**config.mk**
```make
export PLATFORM = sky130hd
export DESIGN_NAME = usart_ctrl
export DESIGN_NICKNAME = d
export VERILOG_FILES = /design/src/hw/usart_pkg.sv /design/src/hw/pin_edges.sv /design/src/hw/usart_ctrl.sv
export SDC_FILE = /design/constraint.sdc
export NUM_CORES = 1
export LEC_CHECK = 0
export ABC_AREA = 1
export BUFFER_PORTS_ARGS = -buffer_cell sky130_fd_sc_hd__buf_2
export CORE_ASPECT_RATIO = 0.7
export CORE_UTILIZATION = 50
export CTS_BUF_LIST = sky130_fd_sc_hd__clkbuf_8 sky130_fd_sc_hd__clkbuf_16
export DETAILED_ROUTE_END_ITERATION = 10
export PLACE_DENSITY = 0.69
export SLEW_MARGIN = 20
export SYNTH_ARGS = -nofsm -noshare
export SYNTH_HDL_FRONTEND = slang
export SYNTH_SLANG_ARGS = --single-unit
```
**constraint.sdc**
```tcl
create_clock -name pclk -period 6.6 [get_ports pclk]
set_input_delay 0.99 -clock pclk [delete_from_list [all_inputs] [get_ports pclk]]
set_output_delay 0.99 -clock pclk [all_outputs]
set_load 0.02 [all_outputs]
```
**src/hw/usart_pkg.sv**
```systemverilog
`default_nettype none

package usart_pkg;

   // register byte offsets on the APB side
   localparam logic [11:0] DATA_OFS = 12'h000;
   localparam logic [11:0] CTRL_OFS = 12'h004;

   // baud factor field encodings
   localparam logic [1:0] BAUD_SYNC = 2'h0;
   localparam logic [1:0] BAUD_X1   = 2'h1;
   localparam logic [1:0] BAUD_X16  = 2'h2;
   localparam logic [1:0] BAUD_X64  = 2'h3;

   // stop field encodings (async)
   localparam logic [1:0] STOP_15 = 2'h2;
   localparam logic [1:0] STOP_2  = 2'h3;

   localparam logic [3:0] LEN_BASE   = 4'h5;
   localparam logic [7:0] ONES8      = 8'hFF;
   localparam logic [8:0] ONES9      = 9'h1FF;
   localparam logic [5:0] FAC16_M1   = 6'h0F;
   localparam logic [5:0] FAC64_M1   = 6'h3F;
   localparam logic [5:0] HALF16     = 6'h07;
   localparam logic [5:0] HALF64     = 6'h1F;

   // hi: async stop count; sync: {single sync, external sync}
   typedef struct packed {
      logic [1:0] hi;
      logic       ep;
      logic       pen;
      logic [1:0] len;
      logic [1:0] baud;
   } mode_t;

   typedef struct packed {
      logic hunt;
      logic ireset;
      logic rts;
      logic err_rst;
      logic brk;
      logic rx_en;
      logic dtr;
      logic tx_en;
   } cmd_t;

   typedef struct packed {
      logic dsr;
      logic syn;
      logic fe;
      logic oe;
      logic pe;
      logic txe;
      logic rxr;
      logic txr;
   } status_t;

   typedef struct packed {
      logic [11:0] bits;
      logic [3:0]  n;
   } frame_t;

   localparam mode_t MODE_RST = 8'h00;
   localparam cmd_t  CMD_RST  = 8'h00;

   typedef enum logic [1:0] {
      ST_MODE  = 2'h0,
      ST_SYNC1 = 2'h1,
      ST_SYNC2 = 2'h3,
      ST_CMD   = 2'h2
   } ctl_state_t;

   typedef enum logic [1:0] {
      RX_IDLE  = 2'h0,
      RX_START = 2'h1,
      RX_DATA  = 2'h3,
      RX_STOP  = 2'h2
   } rx_state_t;

endpackage

`default_nettype wire

```
**src/hw/pin_edges.sv**
```systemverilog
`default_nettype none

module pin_edges #(
   parameter int W = 1
) (
   // clock and reset
   input  wire logic         pclk,
   input  wire logic         presetn,
   // raw inputs from outside the clock domain
   input  wire logic [W-1:0] din,
   // synchronised level and edge pulses
   output logic      [W-1:0] lvl,
   output logic      [W-1:0] rise,
   output logic      [W-1:0] fall
);
   logic [W-1:0] s1_q;
   logic [W-1:0] s2_q;
   logic [W-1:0] s3_q;

   if (W < 1) begin : g_chk
      $error("pin_edges needs W of at least 1");
   end

   always_ff @(posedge pclk or negedge presetn) begin
      if (!presetn) begin
         s1_q <= '1;
         s2_q <= '1;
         s3_q <= '1;
      end else begin
         s1_q <= din;
         s2_q <= s1_q;
         s3_q <= s2_q;
      end
   end

   assign lvl  = s2_q;
   assign rise = s2_q & ~s3_q;
   assign fall = ~s2_q & s3_q;

endmodule

`default_nettype wire

```
**src/hw/usart_ctrl.sv**
```systemverilog
`default_nettype none

// Overview of operation
// host writes the mode word first after every reset.
// after mode and sync characters, each control write is a command.
// internal-reset command returns to mode expectation; mode fixed otherwise.
// parity excluded from length; received parity never shown on bus.
// short characters sit in low bits; unused bits read zero.
// async frame is start, data lsb first, optional parity, stop bits.
// async bits change on transmit clock falls, bit is 1/16/64 clocks.
// idle line stays high; break command holds it low.
// rx falling edge starts; x16/x64 recheck start at its centre.
// data and parity sampled on rx clock rises; mismatch flags parity.
// only one stop bit checked; low stop flags framing, char kept.
// finished char buffered, available raised; unread char gives overrun.
// error-reset command clears flags; errors never stop the link.
// sync tx idles high until char loaded and clear-to-send low.
// sync underrun sends sync fill, drained high until data written.
// hunt compares first sync each bit; double sync needs second too.
// with parity, sync detect lands at parity bit middle.
// external sync pin high ends hunt; internal detection then off.
// hunt command used in sync mode, ignored in async mode.
// sync rx checks parity even when rx disabled; overrun as async.
// entering hunt fills used receive bits with ones.
// status read clears sync detect; later detect only at boundaries.
// host forces known state with three zero writes and reset command.
// mode, command and status bits use the customary layout.
module usart_ctrl
   import usart_pkg::*;
#(
   parameter int ADDR_W = 12
) (
   // clock and reset
   input  wire logic              pclk,
   input  wire logic              presetn,
   // apb slave
   input  wire logic              psel,
   input  wire logic              penable,
   input  wire logic              pwrite,
   input  wire logic [ADDR_W-1:0] paddr,
   input  wire logic [31:0]       pwdata,
   output logic                   pready,
   output logic                   pslverr,
   output logic      [31:0]       prdata,
   // serial link
   input  wire logic              transmit_bit_clock,
   input  wire logic              receive_bit_clock,
   input  wire logic              rxd,
   output logic                   txd,
   // modem control
   input  wire logic              cts_n,
   input  wire logic              dsr_n,
   output logic                   rts_n,
   output logic                   dtr_n,
   // sync detect pin, three-signal form
   input  wire logic              sync_found_pin_i,
   output logic                   sync_found_pin_o,
   output logic                   sync_found_pin_oe,
   // status pins
   output logic                   tx_ready,
   output logic                   transmitter_drained,
   output logic                   receive_char_available
);
   if (ADDR_W < 3 || ADDR_W > 32) begin : g_chk
      $error("usart_ctrl needs ADDR_W between 3 and 32");
   end

   logic [5:0] lvl, rise, fall;
   pin_edges #(.W(6)) u_edges (
      .pclk    (pclk),
      .presetn (presetn),
      .din     ({dsr_n, sync_found_pin_i, cts_n, rxd,
                 receive_bit_clock, transmit_bit_clock}),
      .lvl     (lvl),
      .rise    (rise),
      .fall    (fall)
   );
   logic tx_fall, rx_rise, rxd_l, rxd_fall, cts_l, syn_in_l, dsr_l;
   assign tx_fall  = fall[0];
   assign rx_rise  = rise[1];
   assign rxd_l    = lvl[2];
   assign rxd_fall = fall[2];
   assign cts_l    = lvl[3];
   assign syn_in_l = lvl[4];
   assign dsr_l    = lvl[5];

   // apb decode
   logic acc, setup, is_data, is_ctl, wr_data, wr_ctl, rd_data, rd_stat;
   assign acc   = psel & penable;
   assign setup = psel & ~penable;
   always_comb begin
      is_data = 1'b0;
      is_ctl  = 1'b0;
      if (paddr == ADDR_W'(DATA_OFS)) begin
         is_data = 1'b1;
      end else if (paddr == ADDR_W'(CTRL_OFS)) begin
         is_ctl = 1'b1;
      end
   end
   assign wr_data = acc & pwrite & is_data;
   assign wr_ctl  = acc & pwrite & is_ctl;
   assign rd_data = acc & ~pwrite & is_data;
   assign rd_stat = acc & ~pwrite & is_ctl;
   assign pready  = 1'b1;
   assign pslverr = acc & ~is_data & ~is_ctl;

   // control word sequencing
   ctl_state_t st_q;
   mode_t      mode_q;
   cmd_t       cmd_q;
   logic [7:0] sync1_q, sync2_q;
   logic       is_sync, soft_rst, err_clr, hunt_cmd;
   cmd_t       cw;
   assign cw       = cmd_t'(pwdata[7:0]);
   assign is_sync  = (mode_q.baud == BAUD_SYNC);
   assign soft_rst = wr_ctl & (st_q == ST_CMD) & cw.ireset;
   assign err_clr  = wr_ctl & (st_q == ST_CMD) & cw.err_rst;
   assign hunt_cmd = wr_ctl & (st_q == ST_CMD) & cw.hunt & is_sync;

   always_ff @(posedge pclk or negedge presetn) begin
      if (!presetn) begin
         st_q    <= ST_MODE;
         mode_q  <= MODE_RST;
         cmd_q   <= CMD_RST;
         sync1_q <= 8'h00;
         sync2_q <= 8'h00;
      end else if (soft_rst) begin
         st_q  <= ST_MODE;
         cmd_q <= CMD_RST;
      end else if (wr_ctl) begin
         case (st_q)
            ST_MODE: begin
               mode_q <= mode_t'(pwdata[7:0]);
               st_q   <= (pwdata[1:0] == BAUD_SYNC) ? ST_SYNC1 : ST_CMD;
            end
            ST_SYNC1: begin
               sync1_q <= pwdata[7:0];
               st_q    <= mode_q.hi[1] ? ST_CMD : ST_SYNC2;
            end
            ST_SYNC2: begin
               sync2_q <= pwdata[7:0];
               st_q    <= ST_CMD;
            end
            default: begin
               cmd_q         <= cw;
               cmd_q.err_rst <= 1'b0;
               cmd_q.hunt    <= 1'b0;
            end
         endcase
      end
   end

   // character geometry
   logic [3:0] nd, nb;
   logic [7:0] dmask;
   logic [5:0] fac_m1, half;
   assign nd    = {2'b00, mode_q.len} + LEN_BASE;
   assign nb    = nd + {3'b000, mode_q.pen};
   assign dmask = ONES8 >> (4'd8 - nd);
   always_comb begin
      case (mode_q.baud)
         BAUD_X16: begin fac_m1 = FAC16_M1; half = HALF16; end
         BAUD_X64: begin fac_m1 = FAC64_M1; half = HALF64; end
         default:  begin fac_m1 = 6'h00;    half = 6'h00;  end
      endcase
   end

   function automatic frame_t mk_frame(input logic [7:0] d,
                                       input mode_t m, input logic sy);
      frame_t     f;
      logic [3:0] n;
      logic [3:0] p;
      logic       par;
      f.bits = '1;
      n   = {2'b00, m.len} + LEN_BASE;
      p   = sy ? 4'd0 : 4'd1;
      par = ~m.ep;
      if (!sy) f.bits[0] = 1'b0;
      for (int i = 0; i < 8; i++) begin
         if (4'(i) < n) begin
            f.bits[4'(i) + p] = d[i];
            par = par ^ d[i];
         end
      end
      if (m.pen) f.bits[n + p] = par;
      f.n = n + p + {3'b000, m.pen};
      if (!sy) f.n = f.n + ((m.hi == STOP_2) ? 4'd2 : 4'd1);
      return f;
   endfunction

   // transmit holding register
   logic [7:0] tx_hold_q;
   logic       tx_full_q, tx_take;
   always_ff @(posedge pclk or negedge presetn) begin
      if (!presetn) begin
         tx_full_q <= 1'b0;
         tx_hold_q <= 8'h00;
      end else if (soft_rst) begin
         tx_full_q <= 1'b0;
      end else if (wr_data) begin
         tx_full_q <= 1'b1;
         tx_hold_q <= pwdata[7:0] & dmask;
      end else if (tx_take) begin
         tx_full_q <= 1'b0;
      end
   end

   // transmit shifter
   logic [11:0] tx_sr_q;
   logic [3:0]  tx_left_q;
   logic [6:0]  tx_cnt_q, tx_lim;
   logic        tx_busy_q, txd_q, tx_fill_q, tx_started_q, tx_sel_q;
   logic        bit_end, frame_end;
   frame_t      fr_data, fr_fill;
   assign fr_data = mk_frame(tx_hold_q, mode_q, is_sync);
   assign fr_fill = mk_frame(tx_sel_q ? sync2_q : sync1_q, mode_q, is_sync);
   always_comb begin
      tx_lim = {1'b0, fac_m1};
      if (!is_sync && mode_q.hi == STOP_15 && tx_left_q == 4'd1) begin
         tx_lim = {1'b0, fac_m1} + {1'b0, half} + 7'd1;
      end
   end
   assign bit_end   = (tx_cnt_q == tx_lim);
   assign frame_end = ~tx_busy_q | (bit_end & (tx_left_q == 4'd1));
   assign tx_take   = tx_fall & frame_end & tx_full_q
                      & cmd_q.tx_en & ~cts_l;

   always_ff @(posedge pclk or negedge presetn) begin
      if (!presetn) begin
         tx_sr_q <= '1;  tx_left_q <= 4'd0;  tx_cnt_q <= 7'd0;
         tx_busy_q <= 1'b0;  txd_q <= 1'b1;  tx_fill_q <= 1'b0;
         tx_started_q <= 1'b0;  tx_sel_q <= 1'b0;
      end else if (soft_rst) begin
         tx_sr_q <= '1;  tx_left_q <= 4'd0;  tx_cnt_q <= 7'd0;
         tx_busy_q <= 1'b0;  txd_q <= 1'b1;  tx_fill_q <= 1'b0;
         tx_started_q <= 1'b0;  tx_sel_q <= 1'b0;
      end else if (tx_fall) begin
         if (tx_busy_q && !bit_end) begin
            tx_cnt_q <= tx_cnt_q + 7'd1;
         end else if (!frame_end) begin
            tx_cnt_q  <= 7'd0;
            txd_q     <= tx_sr_q[0];
            tx_sr_q   <= {1'b1, tx_sr_q[11:1]};
            tx_left_q <= tx_left_q - 4'd1;
         end else if (tx_take) begin
            txd_q        <= fr_data.bits[0];
            tx_sr_q      <= {1'b1, fr_data.bits[11:1]};
            tx_left_q    <= fr_data.n;
            tx_cnt_q     <= 7'd0;
            tx_busy_q    <= 1'b1;
            tx_fill_q    <= 1'b0;
            tx_started_q <= 1'b1;
            tx_sel_q     <= 1'b0;
         end else if (is_sync && tx_started_q) begin
            txd_q     <= fr_fill.bits[0];
            tx_sr_q   <= {1'b1, fr_fill.bits[11:1]};
            tx_left_q <= fr_fill.n;
            tx_cnt_q  <= 7'd0;
            tx_busy_q <= 1'b1;
            tx_fill_q <= 1'b1;
            tx_sel_q  <= ~tx_sel_q & ~mode_q.hi[1];
         end else begin
            tx_busy_q <= 1'b0;
            txd_q     <= 1'b1;
         end
      end
   end

   assign txd                 = cmd_q.brk ? 1'b0 : txd_q;
   assign tx_ready            = ~tx_full_q & cmd_q.tx_en & ~cts_l;
   assign transmitter_drained = ~tx_full_q & (~tx_busy_q | tx_fill_q);

   // receiver
   rx_state_t  rx_st_q;
   logic [6:0] rx_cnt_q;
   logic [3:0] rx_idx_q;
   logic [8:0] rx_bits_q, rx_sh_q, sh_n, al, rx_word_q;
   logic       armed_q, hunt_q, hstage_q, prev_s1_q;
   logic       rx_done_q, rx_fe_q, rx_syn_q, ext_sync, dat_s1, dat_s2;
   assign ext_sync = is_sync & mode_q.hi[0];
   assign sh_n     = {rxd_l, rx_sh_q[8:1]};
   assign al       = sh_n >> (4'd9 - nb);
   assign dat_s1   = ((al[7:0] & dmask) == (sync1_q & dmask));
   assign dat_s2   = ((al[7:0] & dmask) == (sync2_q & dmask));

   always_ff @(posedge pclk or negedge presetn) begin
      if (!presetn) begin
         rx_st_q <= RX_IDLE;  rx_cnt_q <= 7'd0;  rx_idx_q <= 4'd0;
         rx_bits_q <= ONES9;  rx_sh_q <= ONES9;  rx_word_q <= 9'h000;
         armed_q <= 1'b0;  hunt_q <= 1'b1;  hstage_q <= 1'b0;
         prev_s1_q <= 1'b0;  rx_done_q <= 1'b0;  rx_fe_q <= 1'b0;
         rx_syn_q <= 1'b0;
      end else if (soft_rst) begin
         rx_st_q <= RX_IDLE;  rx_cnt_q <= 7'd0;  rx_idx_q <= 4'd0;
         rx_bits_q <= ONES9;  rx_sh_q <= ONES9;
         armed_q <= 1'b0;  hunt_q <= 1'b1;  hstage_q <= 1'b0;
         prev_s1_q <= 1'b0;  rx_done_q <= 1'b0;  rx_fe_q <= 1'b0;
         rx_syn_q <= 1'b0;
      end else begin
         rx_done_q <= 1'b0;
         rx_syn_q  <= 1'b0;
         if (hunt_cmd) begin
            hunt_q   <= 1'b1;
            hstage_q <= 1'b0;
            rx_sh_q  <= ONES9;
         end else if (is_sync) begin
            if (rx_rise) begin
               rx_sh_q <= sh_n;
               if (ext_sync && syn_in_l) begin
                  rx_syn_q <= 1'b1;
                  if (hunt_q) begin
                     hunt_q   <= 1'b0;
                     rx_idx_q <= 4'd0;
                  end
               end
               if (hunt_q && !ext_sync) begin
                  if (!hstage_q) begin
                     if (dat_s1) begin
                        rx_idx_q <= 4'd0;
                        if (mode_q.hi[1]) begin
                           hunt_q   <= 1'b0;
                           rx_syn_q <= 1'b1;
                        end else begin
                           hstage_q <= 1'b1;
                        end
                     end
                  end else if (rx_idx_q == nb - 4'd1) begin
                     rx_idx_q <= 4'd0;
                     hstage_q <= 1'b0;
                     if (dat_s2) begin
                        hunt_q   <= 1'b0;
                        rx_syn_q <= 1'b1;
                     end
                  end else begin
                     rx_idx_q <= rx_idx_q + 4'd1;
                  end
               end else if (!hunt_q) begin
                  if (rx_idx_q == nb - 4'd1) begin
                     rx_idx_q  <= 4'd0;
                     rx_done_q <= 1'b1;
                     rx_word_q <= al;
                     prev_s1_q <= dat_s1;
                     if (!ext_sync && (mode_q.hi[1] ? dat_s1
                                       : prev_s1_q & dat_s2)) begin
                        rx_syn_q <= 1'b1;
                     end
                  end else begin
                     rx_idx_q <= rx_idx_q + 4'd1;
                  end
               end
            end
         end else begin
            if (rxd_l) armed_q <= 1'b1;
            case (rx_st_q)
               RX_IDLE: begin
                  if (rxd_fall && armed_q) begin
                     rx_cnt_q <= 7'd0;
                     rx_idx_q <= 4'd0;
                     rx_st_q  <= RX_START;
                  end
               end
               RX_START: begin
                  if (rx_rise) begin
                     if (rx_cnt_q == {1'b0, half}) begin
                        rx_cnt_q <= 7'd0;
                        // x1 only waits out the start centre rise
                        rx_st_q  <= (rxd_l && mode_q.baud != BAUD_X1)
                                    ? RX_IDLE : RX_DATA;
                     end else begin
                        rx_cnt_q <= rx_cnt_q + 7'd1;
                     end
                  end
               end
               RX_DATA: begin
                  if (rx_rise) begin
                     if (rx_cnt_q == {1'b0, fac_m1}) begin
                        rx_cnt_q <= 7'd0;
                        rx_bits_q[rx_idx_q] <= rxd_l;
                        if (rx_idx_q == nb - 4'd1) begin
                           rx_st_q <= RX_STOP;
                        end else begin
                           rx_idx_q <= rx_idx_q + 4'd1;
                        end
                     end else begin
                        rx_cnt_q <= rx_cnt_q + 7'd1;
                     end
                  end
               end
               default: begin
                  if (rx_rise) begin
                     if (rx_cnt_q == {1'b0, fac_m1}) begin
                        rx_cnt_q  <= 7'd0;
                        rx_fe_q   <= ~rxd_l;
                        rx_done_q <= 1'b1;
                        rx_word_q <= rx_bits_q;
                        rx_st_q   <= RX_IDLE;
                     end else begin
                        rx_cnt_q <= rx_cnt_q + 7'd1;
                     end
                  end
               end
            endcase
         end
      end
   end

   // receive buffer and flags
   logic [7:0] rx_buf_q;
   logic       avail_q, pe_q, oe_q, fe_q, syn_q, par_bad;
   assign par_bad = mode_q.pen &
                    (^{rx_word_q[7:0] & dmask, rx_word_q[nd]} == mode_q.ep);

   always_ff @(posedge pclk or negedge presetn) begin
      if (!presetn) begin
         rx_buf_q <= 8'h00;
         avail_q  <= 1'b0;
         pe_q     <= 1'b0;
         oe_q     <= 1'b0;
         fe_q     <= 1'b0;
      end else if (soft_rst) begin
         avail_q <= 1'b0;
         pe_q    <= 1'b0;
         oe_q    <= 1'b0;
         fe_q    <= 1'b0;
      end else begin
         if (err_clr) begin
            pe_q <= 1'b0;
            oe_q <= 1'b0;
            fe_q <= 1'b0;
         end
         if (rd_data) avail_q <= 1'b0;
         if (rx_done_q) begin
            rx_buf_q <= rx_word_q[7:0] & dmask;
            if (par_bad) pe_q <= 1'b1;
            if (rx_fe_q && !is_sync) fe_q <= 1'b1;
            if (avail_q) oe_q <= 1'b1;
            avail_q <= 1'b1;
         end
         if (!cmd_q.rx_en) avail_q <= 1'b0;
      end
   end

   always_ff @(posedge pclk or negedge presetn) begin
      if (!presetn) begin
         syn_q <= 1'b0;
      end else if (soft_rst) begin
         syn_q <= 1'b0;
      end else if (rx_syn_q) begin
         syn_q <= 1'b1;
      end else if (rd_stat) begin
         syn_q <= 1'b0;
      end
   end

   assign receive_char_available = avail_q;
   assign sync_found_pin_o       = syn_q;
   assign sync_found_pin_oe      = ~ext_sync;
   assign rts_n                  = ~cmd_q.rts;
   assign dtr_n                  = ~cmd_q.dtr;

   // read data captured in the setup phase
   status_t st_w;
   logic [31:0] prdata_q;
   always_comb begin
      st_w     = '0;
      st_w.txr = ~tx_full_q;
      st_w.rxr = avail_q;
      st_w.txe = transmitter_drained;
      st_w.pe  = pe_q;
      st_w.oe  = oe_q;
      st_w.fe  = fe_q;
      st_w.syn = syn_q;
      st_w.dsr = ~dsr_l;
   end
   always_ff @(posedge pclk or negedge presetn) begin
      if (!presetn) begin
         prdata_q <= 32'h0000_0000;
      end else if (setup && (!pwrite || (!is_data && !is_ctl))) begin
         if (is_data) begin
            prdata_q <= {24'h000000, rx_buf_q};
         end else if (is_ctl) begin
            prdata_q <= {24'h000000, st_w};
         end else begin
            prdata_q <= 32'h0000_0000;
         end
      end
   end
   assign prdata = prdata_q;

endmodule

`default_nettype wire

```
# Yosys cells after proc, flatten, opt, wreduce, memory -nomap -nowiden
# Cells that the tools add are included.
# Widths: inputs -> output; s select.
# word_totals
wordCells	577
input_bits	55
register_bits	175
# op_classes
eq_ne	43
shift	2
n_bitwise	71
muxes	284
n_reduce_logical	81
n_lt_le_gt_ge	29
add_sub_neg	21
# op_table
op	n
$mux 12	24
$bwmux 12	18
$mux 9	18
$mux 1	147
$mux 7	15
$mux 4	22
$and 8x8->8	5
$demux 1 s4	10
$lt 4x5->1 const B	7
$mux 2	16
$and 1x1->1	27
$ge 4x1->1 const B	6
$mux 8	3
$logic_and 1x1->1	22
$reduce_bool 2->1	11
$add 7x1->7 const B	3
$reduce_and 3->1	7
$reduce_bool 3->1	7
$mux 6	3
$ne 3x3->1 const B	6
$not 1->1	17
$add 3x1->4 const A	4
$eq 8x8->1	2
$lt 3x4->1 const A	4
61 further kinds	127

# Logic depth before layout (Yosys ltp)
# depth
word_depth	30
ltp_mapped	21
ltp_nobuf	20

# By module
# A second synthesis with hierarchy kept.
# unflattened
hier_cells	1469
hier_area_um2	10196.0
# modules_own_cells
mod	cells_per_inst	area_per_inst_um2	instances	seq_area_each_um2
usart_ctrl	1427	9633.0	1	3390.8
pin_edges	42	563.0	1	473.0

# Least setup slack after synthesis
# Ideal clock, no wire load.
# synth_path
path_type	register to register
start	reg mode_q[1] (netlist name)
end	reg tx_left_q[3]
path_slack_ns	3.318
stages_incl_launch_ff	18
arrival_time_ns	3.161
n_path_buf	4
cell_sequence	dfrtp_1 > buf_4 > nor2_4 > inv_2 > buf_2 > buf_2 > clkbuf_1 > ha_1 > fa_1 > ha_1 > ha_1 > a21oi_1 > nor2_1 > xnor2_1 > o21ai_0 > nor2_1 > nand2_1 > o21ai_1
# synth_via
elab_chain_cells	17
word_cells_on_any_way	35
cone_classes	5 x add/sub; 5 x eq/ne; 11 x mux; 6 x bitwise; 8 x reduce/logical
# synth_lines
element	line_no	source
start, declared	usart_ctrl.sv:109	mode_t mode_q;
start signal, assigned	usart_ctrl.sv:133	mode_q <= mode_t'(pwdata[7:0]);
$eq 2x2->1 / $logic_not 2->1 (equally long branches)	usart_ctrl.sv:161, usart_ctrl.sv:115	
$pmux 6 s2, or another cell as far along	usart_ctrl.sv:161	case (mode_q.baud)
$add 6x6->7 / $logic_and 1x1->1 (equally long branches)	usart_ctrl.sv:220, usart_ctrl.sv:219	
$add 7x1->7 / $logic_and 1x1->1 (equally long branches)	usart_ctrl.sv:220, usart_ctrl.sv:219	
$mux 7	usart_ctrl.sv:219	if (!is_sync && mode_q.hi == STOP_15 && tx_left_q == 4'd1) begin
$eq 7x7->1	usart_ctrl.sv:223	assign bit_end = (tx_cnt_q == tx_lim);
$and 1x1->1	usart_ctrl.sv:224	assign frame_end = ~tx_busy_q | (bit_end & (tx_left_q == 4'd1));
$or 1x1->1	usart_ctrl.sv:224	
$and 1x1->1 (2 in series)	usart_ctrl.sv:225	assign tx_take = tx_fall & frame_end & tx_full_q
$and 1x1->1 (2 in series)	usart_ctrl.sv:226	& cmd_q.tx_en & ~cts_l;
$mux 4	usart_ctrl.sv:245	end else if (tx_take) begin
$mux 4	usart_ctrl.sv:240	end else if (!frame_end) begin
$mux 4	usart_ctrl.sv:238	if (tx_busy_q && !bit_end) begin
$mux 4	usart_ctrl.sv:237	end else if (tx_fall) begin
$mux 4	usart_ctrl.sv:233	end else if (soft_rst) begin
end signal, assigned	usart_ctrl.sv:244	tx_left_q <= tx_left_q - 4'd1;
end signal, assigned	usart_ctrl.sv:248	tx_left_q <= fr_data.n;
end signal, assigned	usart_ctrl.sv:257	tx_left_q <= fr_fill.n;
end, declared	usart_ctrl.sv:210	logic [3:0] tx_left_q;
# Parallel ways exist; a longest one is shown, timed or not. The select of a mux whose other input is x is not followed.
# A chain may end at the register's enable or synchronous reset.

# Worst setup path after layout
# Ends and elaborated chain as after synthesis.

==> qor.txt <==
dpl cell area = 10100 µm²
row count = 42
ratio of cells with drive above 1 in the final layout = 0.136
setup slack, reg-to-reg = 2.53 ns
proportion of total power due to net switching = 0.343
part of the total power dissipated in sequential elements = 0.410
nets@finish = 1474
Cell Area, Synth = 9830 µm²
commonest non-fill, non-tap cell in the layout = sky130_fd_sc_hd__nand2_1
HP Start = u_edges.s1_q[2]$_DFF_PN1_
TritonCTS buffer count = 17
RD Place Congestion = 0.948
final number of setup-violating endpoints = 0
number of antenna violations at the first check in global routing = 0
number of maximum-capacitance constraint violations = 0
number of placed I/O pins = 97
number of I/O port buffers = 47
warnings from Yosys = 0
total inserted antenna cells = 0
count of TritonRoute iterations in the first routing pass = 5
most repeated library cell on the critical path = sky130_fd_sc_hd__ha_1
Tightest Pin Transition = 0.987 ns
worst setup skew after layout = 0.0105 ns
data required time at the worst endpoint = 6.93 ns
global router's overall resource usage = 0.275
Worst Hold Margin = 0.357 ns
endpoint of the worst hold-timing path = u_edges.lvl[2]$_DFF_PN1_
total internal power = 1.85 mW
largest net degree at the start of global routing = 110
Switching Power = 0.968 mW
detailed-placement wirelength estimate = 19600 µm
prevailing post-synth register cell = sky130_fd_sc_hd__dfrtp_1
hold buffers post-CTS = 0
Detailed Route Iter0 Violations = 762
FF-to-FF Start = mode_q[1]$_DFFE_PN0P_
crit end category = register
Initial Utilization = 0.515
Data arrival, critical path = 4.40 ns
Seq/Total Area, Yosys = 0.385
worst reg-to-reg path cell count = 13
number of post-CTS setup repair buffers = 0
TritonCTS sink count = 149
final standard cell utilization of the core = 0.563
number of flops mapped to enable cells by yosys = 0
die area = 20200 µm²
post-cts sizing count = 0
die extent in x = 170 µm
DR vias/cell = 5.38
global-route wire length before repair = 42700 µm
P per Cell Area = 263 nW/µm²
clock-pin slew reported for the worst setup and hold paths after clock tree synthesis = 0.07 ns
final critical path time including I/O delays and setup = 4.07 ns
Final TNS setup = 0 ns
clock group share of total power = 0.352
relative contribution of combinational cells to total power = 0.238
Final Max Slew Viols = 0
Post-route DRC = 0
cells traversed along the worst timing path = nor2_4 -> inv_2 -> ha_1 -> fa_1 -> ha_1 -> ha_1 -> a21oi_1 -> nor2_1 -> xnor2_1 -> o21ai_0 -> nor2_1 -> nand2_1 -> o21ai_1
kind of launch point of the worst setup path = register
CTS Buffer Depth = 2
share of synthesized registers carrying an async set or reset = 1.00
flop and latch count out of synthesis = 149
maximum level of the CTS H-tree = 4
run status = finished, final reports clean
die height = 119 µm
reg-to-reg critical path endpoint = tx_left_q[3]$_DFFE_PN0P_
worst-path maximum fanout = 39
worst rel slew slack = 0.342
Final Hold Vio Count = 0
static leakage = 5.24 nW
average wire per cell in the routed design = 15.8 µm
clock latency of the later-clocked register in the worst-skew pair = 0.44 ns
Cell variety after synth = 60
vias after detailed routing = 8984
RSZ-0062 raised after global routing = no
Area Overhead vs Synth = 9.17%
maximum resistive drop on vdd = 0.189 mV
overflow left after global routing = 0
top library cells by usage in the layout, fill and taps aside = sky130_fd_sc_hd__nand2_1, sky130_fd_sc_hd__inv_1, sky130_fd_sc_hd__o21ai_0, sky130_fd_sc_hd__nor2_1, sky130_fd_sc_hd__dfrtp_1
top achievable clock speed = 246 MHz
vias in the first global route = 8109
cell at the slowest stage of the critical path = sky130_fd_sc_hd__nor2_4
clock tree from TritonCTS = yes
WL final = 26400 µm
maximum single-stage delay on the critical path = 0.65 ns
Post-Synthesis Mean Instance Area = 7.22 µm²
core area = 19100 µm²
min-delay worst type = reg -> reg
Antenna Violating Nets Remaining = 0
final-layout fill cell count = 1839
final clock period utilization by the worst path = 0.617
Cells after Synth = 1362
Root Driver = sky130_fd_sc_hd__clkbuf_16
type of the worst setup path = reg -> reg
Post-Layout Inst Area = 10700 µm²
number of instances on the worst hold path = 0
-- worst max path at each step --
stage / start / end / slack, ns / depth (start not counted)
5_1_grt: mode_q[1]$_DFFE_PN0P_ / tx_left_q[3]$_DFFE_PN0P_ / 2.24 / 13
3_5_place_dp: mode_q[1]$_DFFE_PN0P_ / tx_left_q[3]$_DFFE_PN0P_ / 2.60 / 13
4_1_cts: mode_q[1]$_DFFE_PN0P_ / tx_left_q[3]$_DFFE_PN0P_ / 2.57 / 13
2_1_floorplan: mode_q[1]$_DFFE_PN0P_ / tx_left_q[3]$_DFFE_PN0P_ / 3.32 / 17
3_3_place_gp: mode_q[1]$_DFFE_PN0P_ / tx_left_q[3]$_DFFE_PN0P_ / 2.63 / 13
6_report: mode_q[1]$_DFFE_PN0P_ / tx_left_q[3]$_DFFE_PN0P_ / 2.53 / 13
-- registers in the layout, indices dropped and copies added, names as in the netlist, 3 cells and up --
signal	cells
cmd_q	5
mode_q	8
prdata	8
rx_bits_q	9
rx_buf_q	8
rx_cnt_q	7
rx_idx_q	4
rx_sh_q	8
rx_word_q	9
sync1_q	8
sync2_q	8
tx_cnt_q	7
tx_hold_q	8
tx_left_q	4
tx_sr_q	11
u_edges.lvl	6
u_edges.s1_q	6
u_edges.s3_q	3
-- Yosys cell counts, types with 3 or more instances --
cell type	n	area (µm²)
sky130_fd_sc_hd__nand2_1	377	1420
sky130_fd_sc_hd__or2_2	3	18.8
sky130_fd_sc_hd__ha_1	22	275
sky130_fd_sc_hd__a21oi_1	36	180
sky130_fd_sc_hd__nor2_2	9	56.3
sky130_fd_sc_hd__o21ai_0	140	701
sky130_fd_sc_hd__inv_2	15	56.3
sky130_fd_sc_hd__nand3b_1	7	52.6
sky130_fd_sc_hd__o31ai_1	6	45.0
sky130_fd_sc_hd__nand3_1	100	500
sky130_fd_sc_hd__nand4_1	18	113
sky130_fd_sc_hd__nand2_4	5	56.3
sky130_fd_sc_hd__dfrtp_1	104	2600
sky130_fd_sc_hd__a22oi_1	3	22.5
sky130_fd_sc_hd__o21bai_1	3	22.5
sky130_fd_sc_hd__o211ai_1	4	30.0
sky130_fd_sc_hd__nor2_4	6	67.6
sky130_fd_sc_hd__dfstp_2	45	1180
sky130_fd_sc_hd__clkbuf_1	13	48.8
sky130_fd_sc_hd__o21ai_1	22	110
sky130_fd_sc_hd__inv_1	151	567
sky130_fd_sc_hd__xor2_1	19	166
sky130_fd_sc_hd__o22ai_1	9	56.3
sky130_fd_sc_hd__a31oi_1	9	56.3
sky130_fd_sc_hd__fa_1	3	60.1
sky130_fd_sc_hd__buf_4	33	248
sky130_fd_sc_hd__clkinv_2	3	15.0
sky130_fd_sc_hd__mux2_2	5	56.3
sky130_fd_sc_hd__xnor2_1	9	78.8
sky130_fd_sc_hd__buf_2	9	45.0
sky130_fd_sc_hd__nand2_2	5	31.3
sky130_fd_sc_hd__nor2_1	107	402
sky130_fd_sc_hd__nor3_1	23	115
-- metal layers --
layer	part of all wire	vias up	global-route usage
met5	0	-	0
met4	0.017	0	0.0788
met3	0.095	32	0.0758
met2	0.40	353	0.380
met1	0.49	4149	0.416
li1	-	4450	-
-- power groups by stage --
| stage | sequential [mW] | combinational (mW) | clock [mW] |
|---|---|---|---|
| 3_3_place_gp | 1.17 | 0.645 | 0 |
| 6_report | 1.16 | 0.670 | 0.994 |
| 5_1_grt | 1.17 | 0.760 | 1.05 |
| 4_1_cts | 1.15 | 0.665 | 1.01 |
| 3_5_place_dp | 1.17 | 0.660 | 0 |
| 2_1_floorplan | 1.13 | 0.527 | 0 |
-- worst max-delay path, delay by kind of cell (launching register included) --
| kind | cells | cell delay (ns) |
|---|---|---|
| fa+ha+maj | 4 | 1.59 |
| flops | 1 | 0.51 |
| simple gates | 4 | 0.83 |
| xor+xnor | 1 | 0.12 |
| buf+inv | 1 | 0.52 |
| compound gates | 3 | 0.35 |
-- logic make-up (layout without fill, tap and decap cells) --
family / Yosys count / after routing / synth area share
adders and majority gates: 25 / 25 / 0.0341
AOI/OAI and AO/OA: 243 / 243 / 0.136
and+or+nand+nor: 680 / 680 / 0.309
muxes: 7 / 7 / 0.00776
DFF: 149 / 149 / 0.385
other: 2 / 25 / 0.000764
buffers and inverters: 228 / 250 / 0.103
xor gates and xnor gates: 28 / 28 / 0.0249
-- through the flow --
stage          setup slack [ns]  instances  total power, mW
2_1_floorplan              3.32       1385             1.65
3_3_place_gp               2.63       1639             1.81
5_1_grt                    2.24       1671             2.98
4_1_cts                    2.57       1671             2.82
3_5_place_dp               2.60       1639             1.83
6_report                   2.53       1671             2.82
-- cell type report --
class                      count  area [µm²]  area share
multi-input combinational   1008        5120       0.477
sequential                   149        3780       0.353
inverter                     169         638      0.0594
clock buffer                  19         453      0.0422
tap                          264         330      0.0308
timing repair buffer          49         256      0.0239
clock inverter                13         148      0.0138
Power figures use the tool's default switching activity.
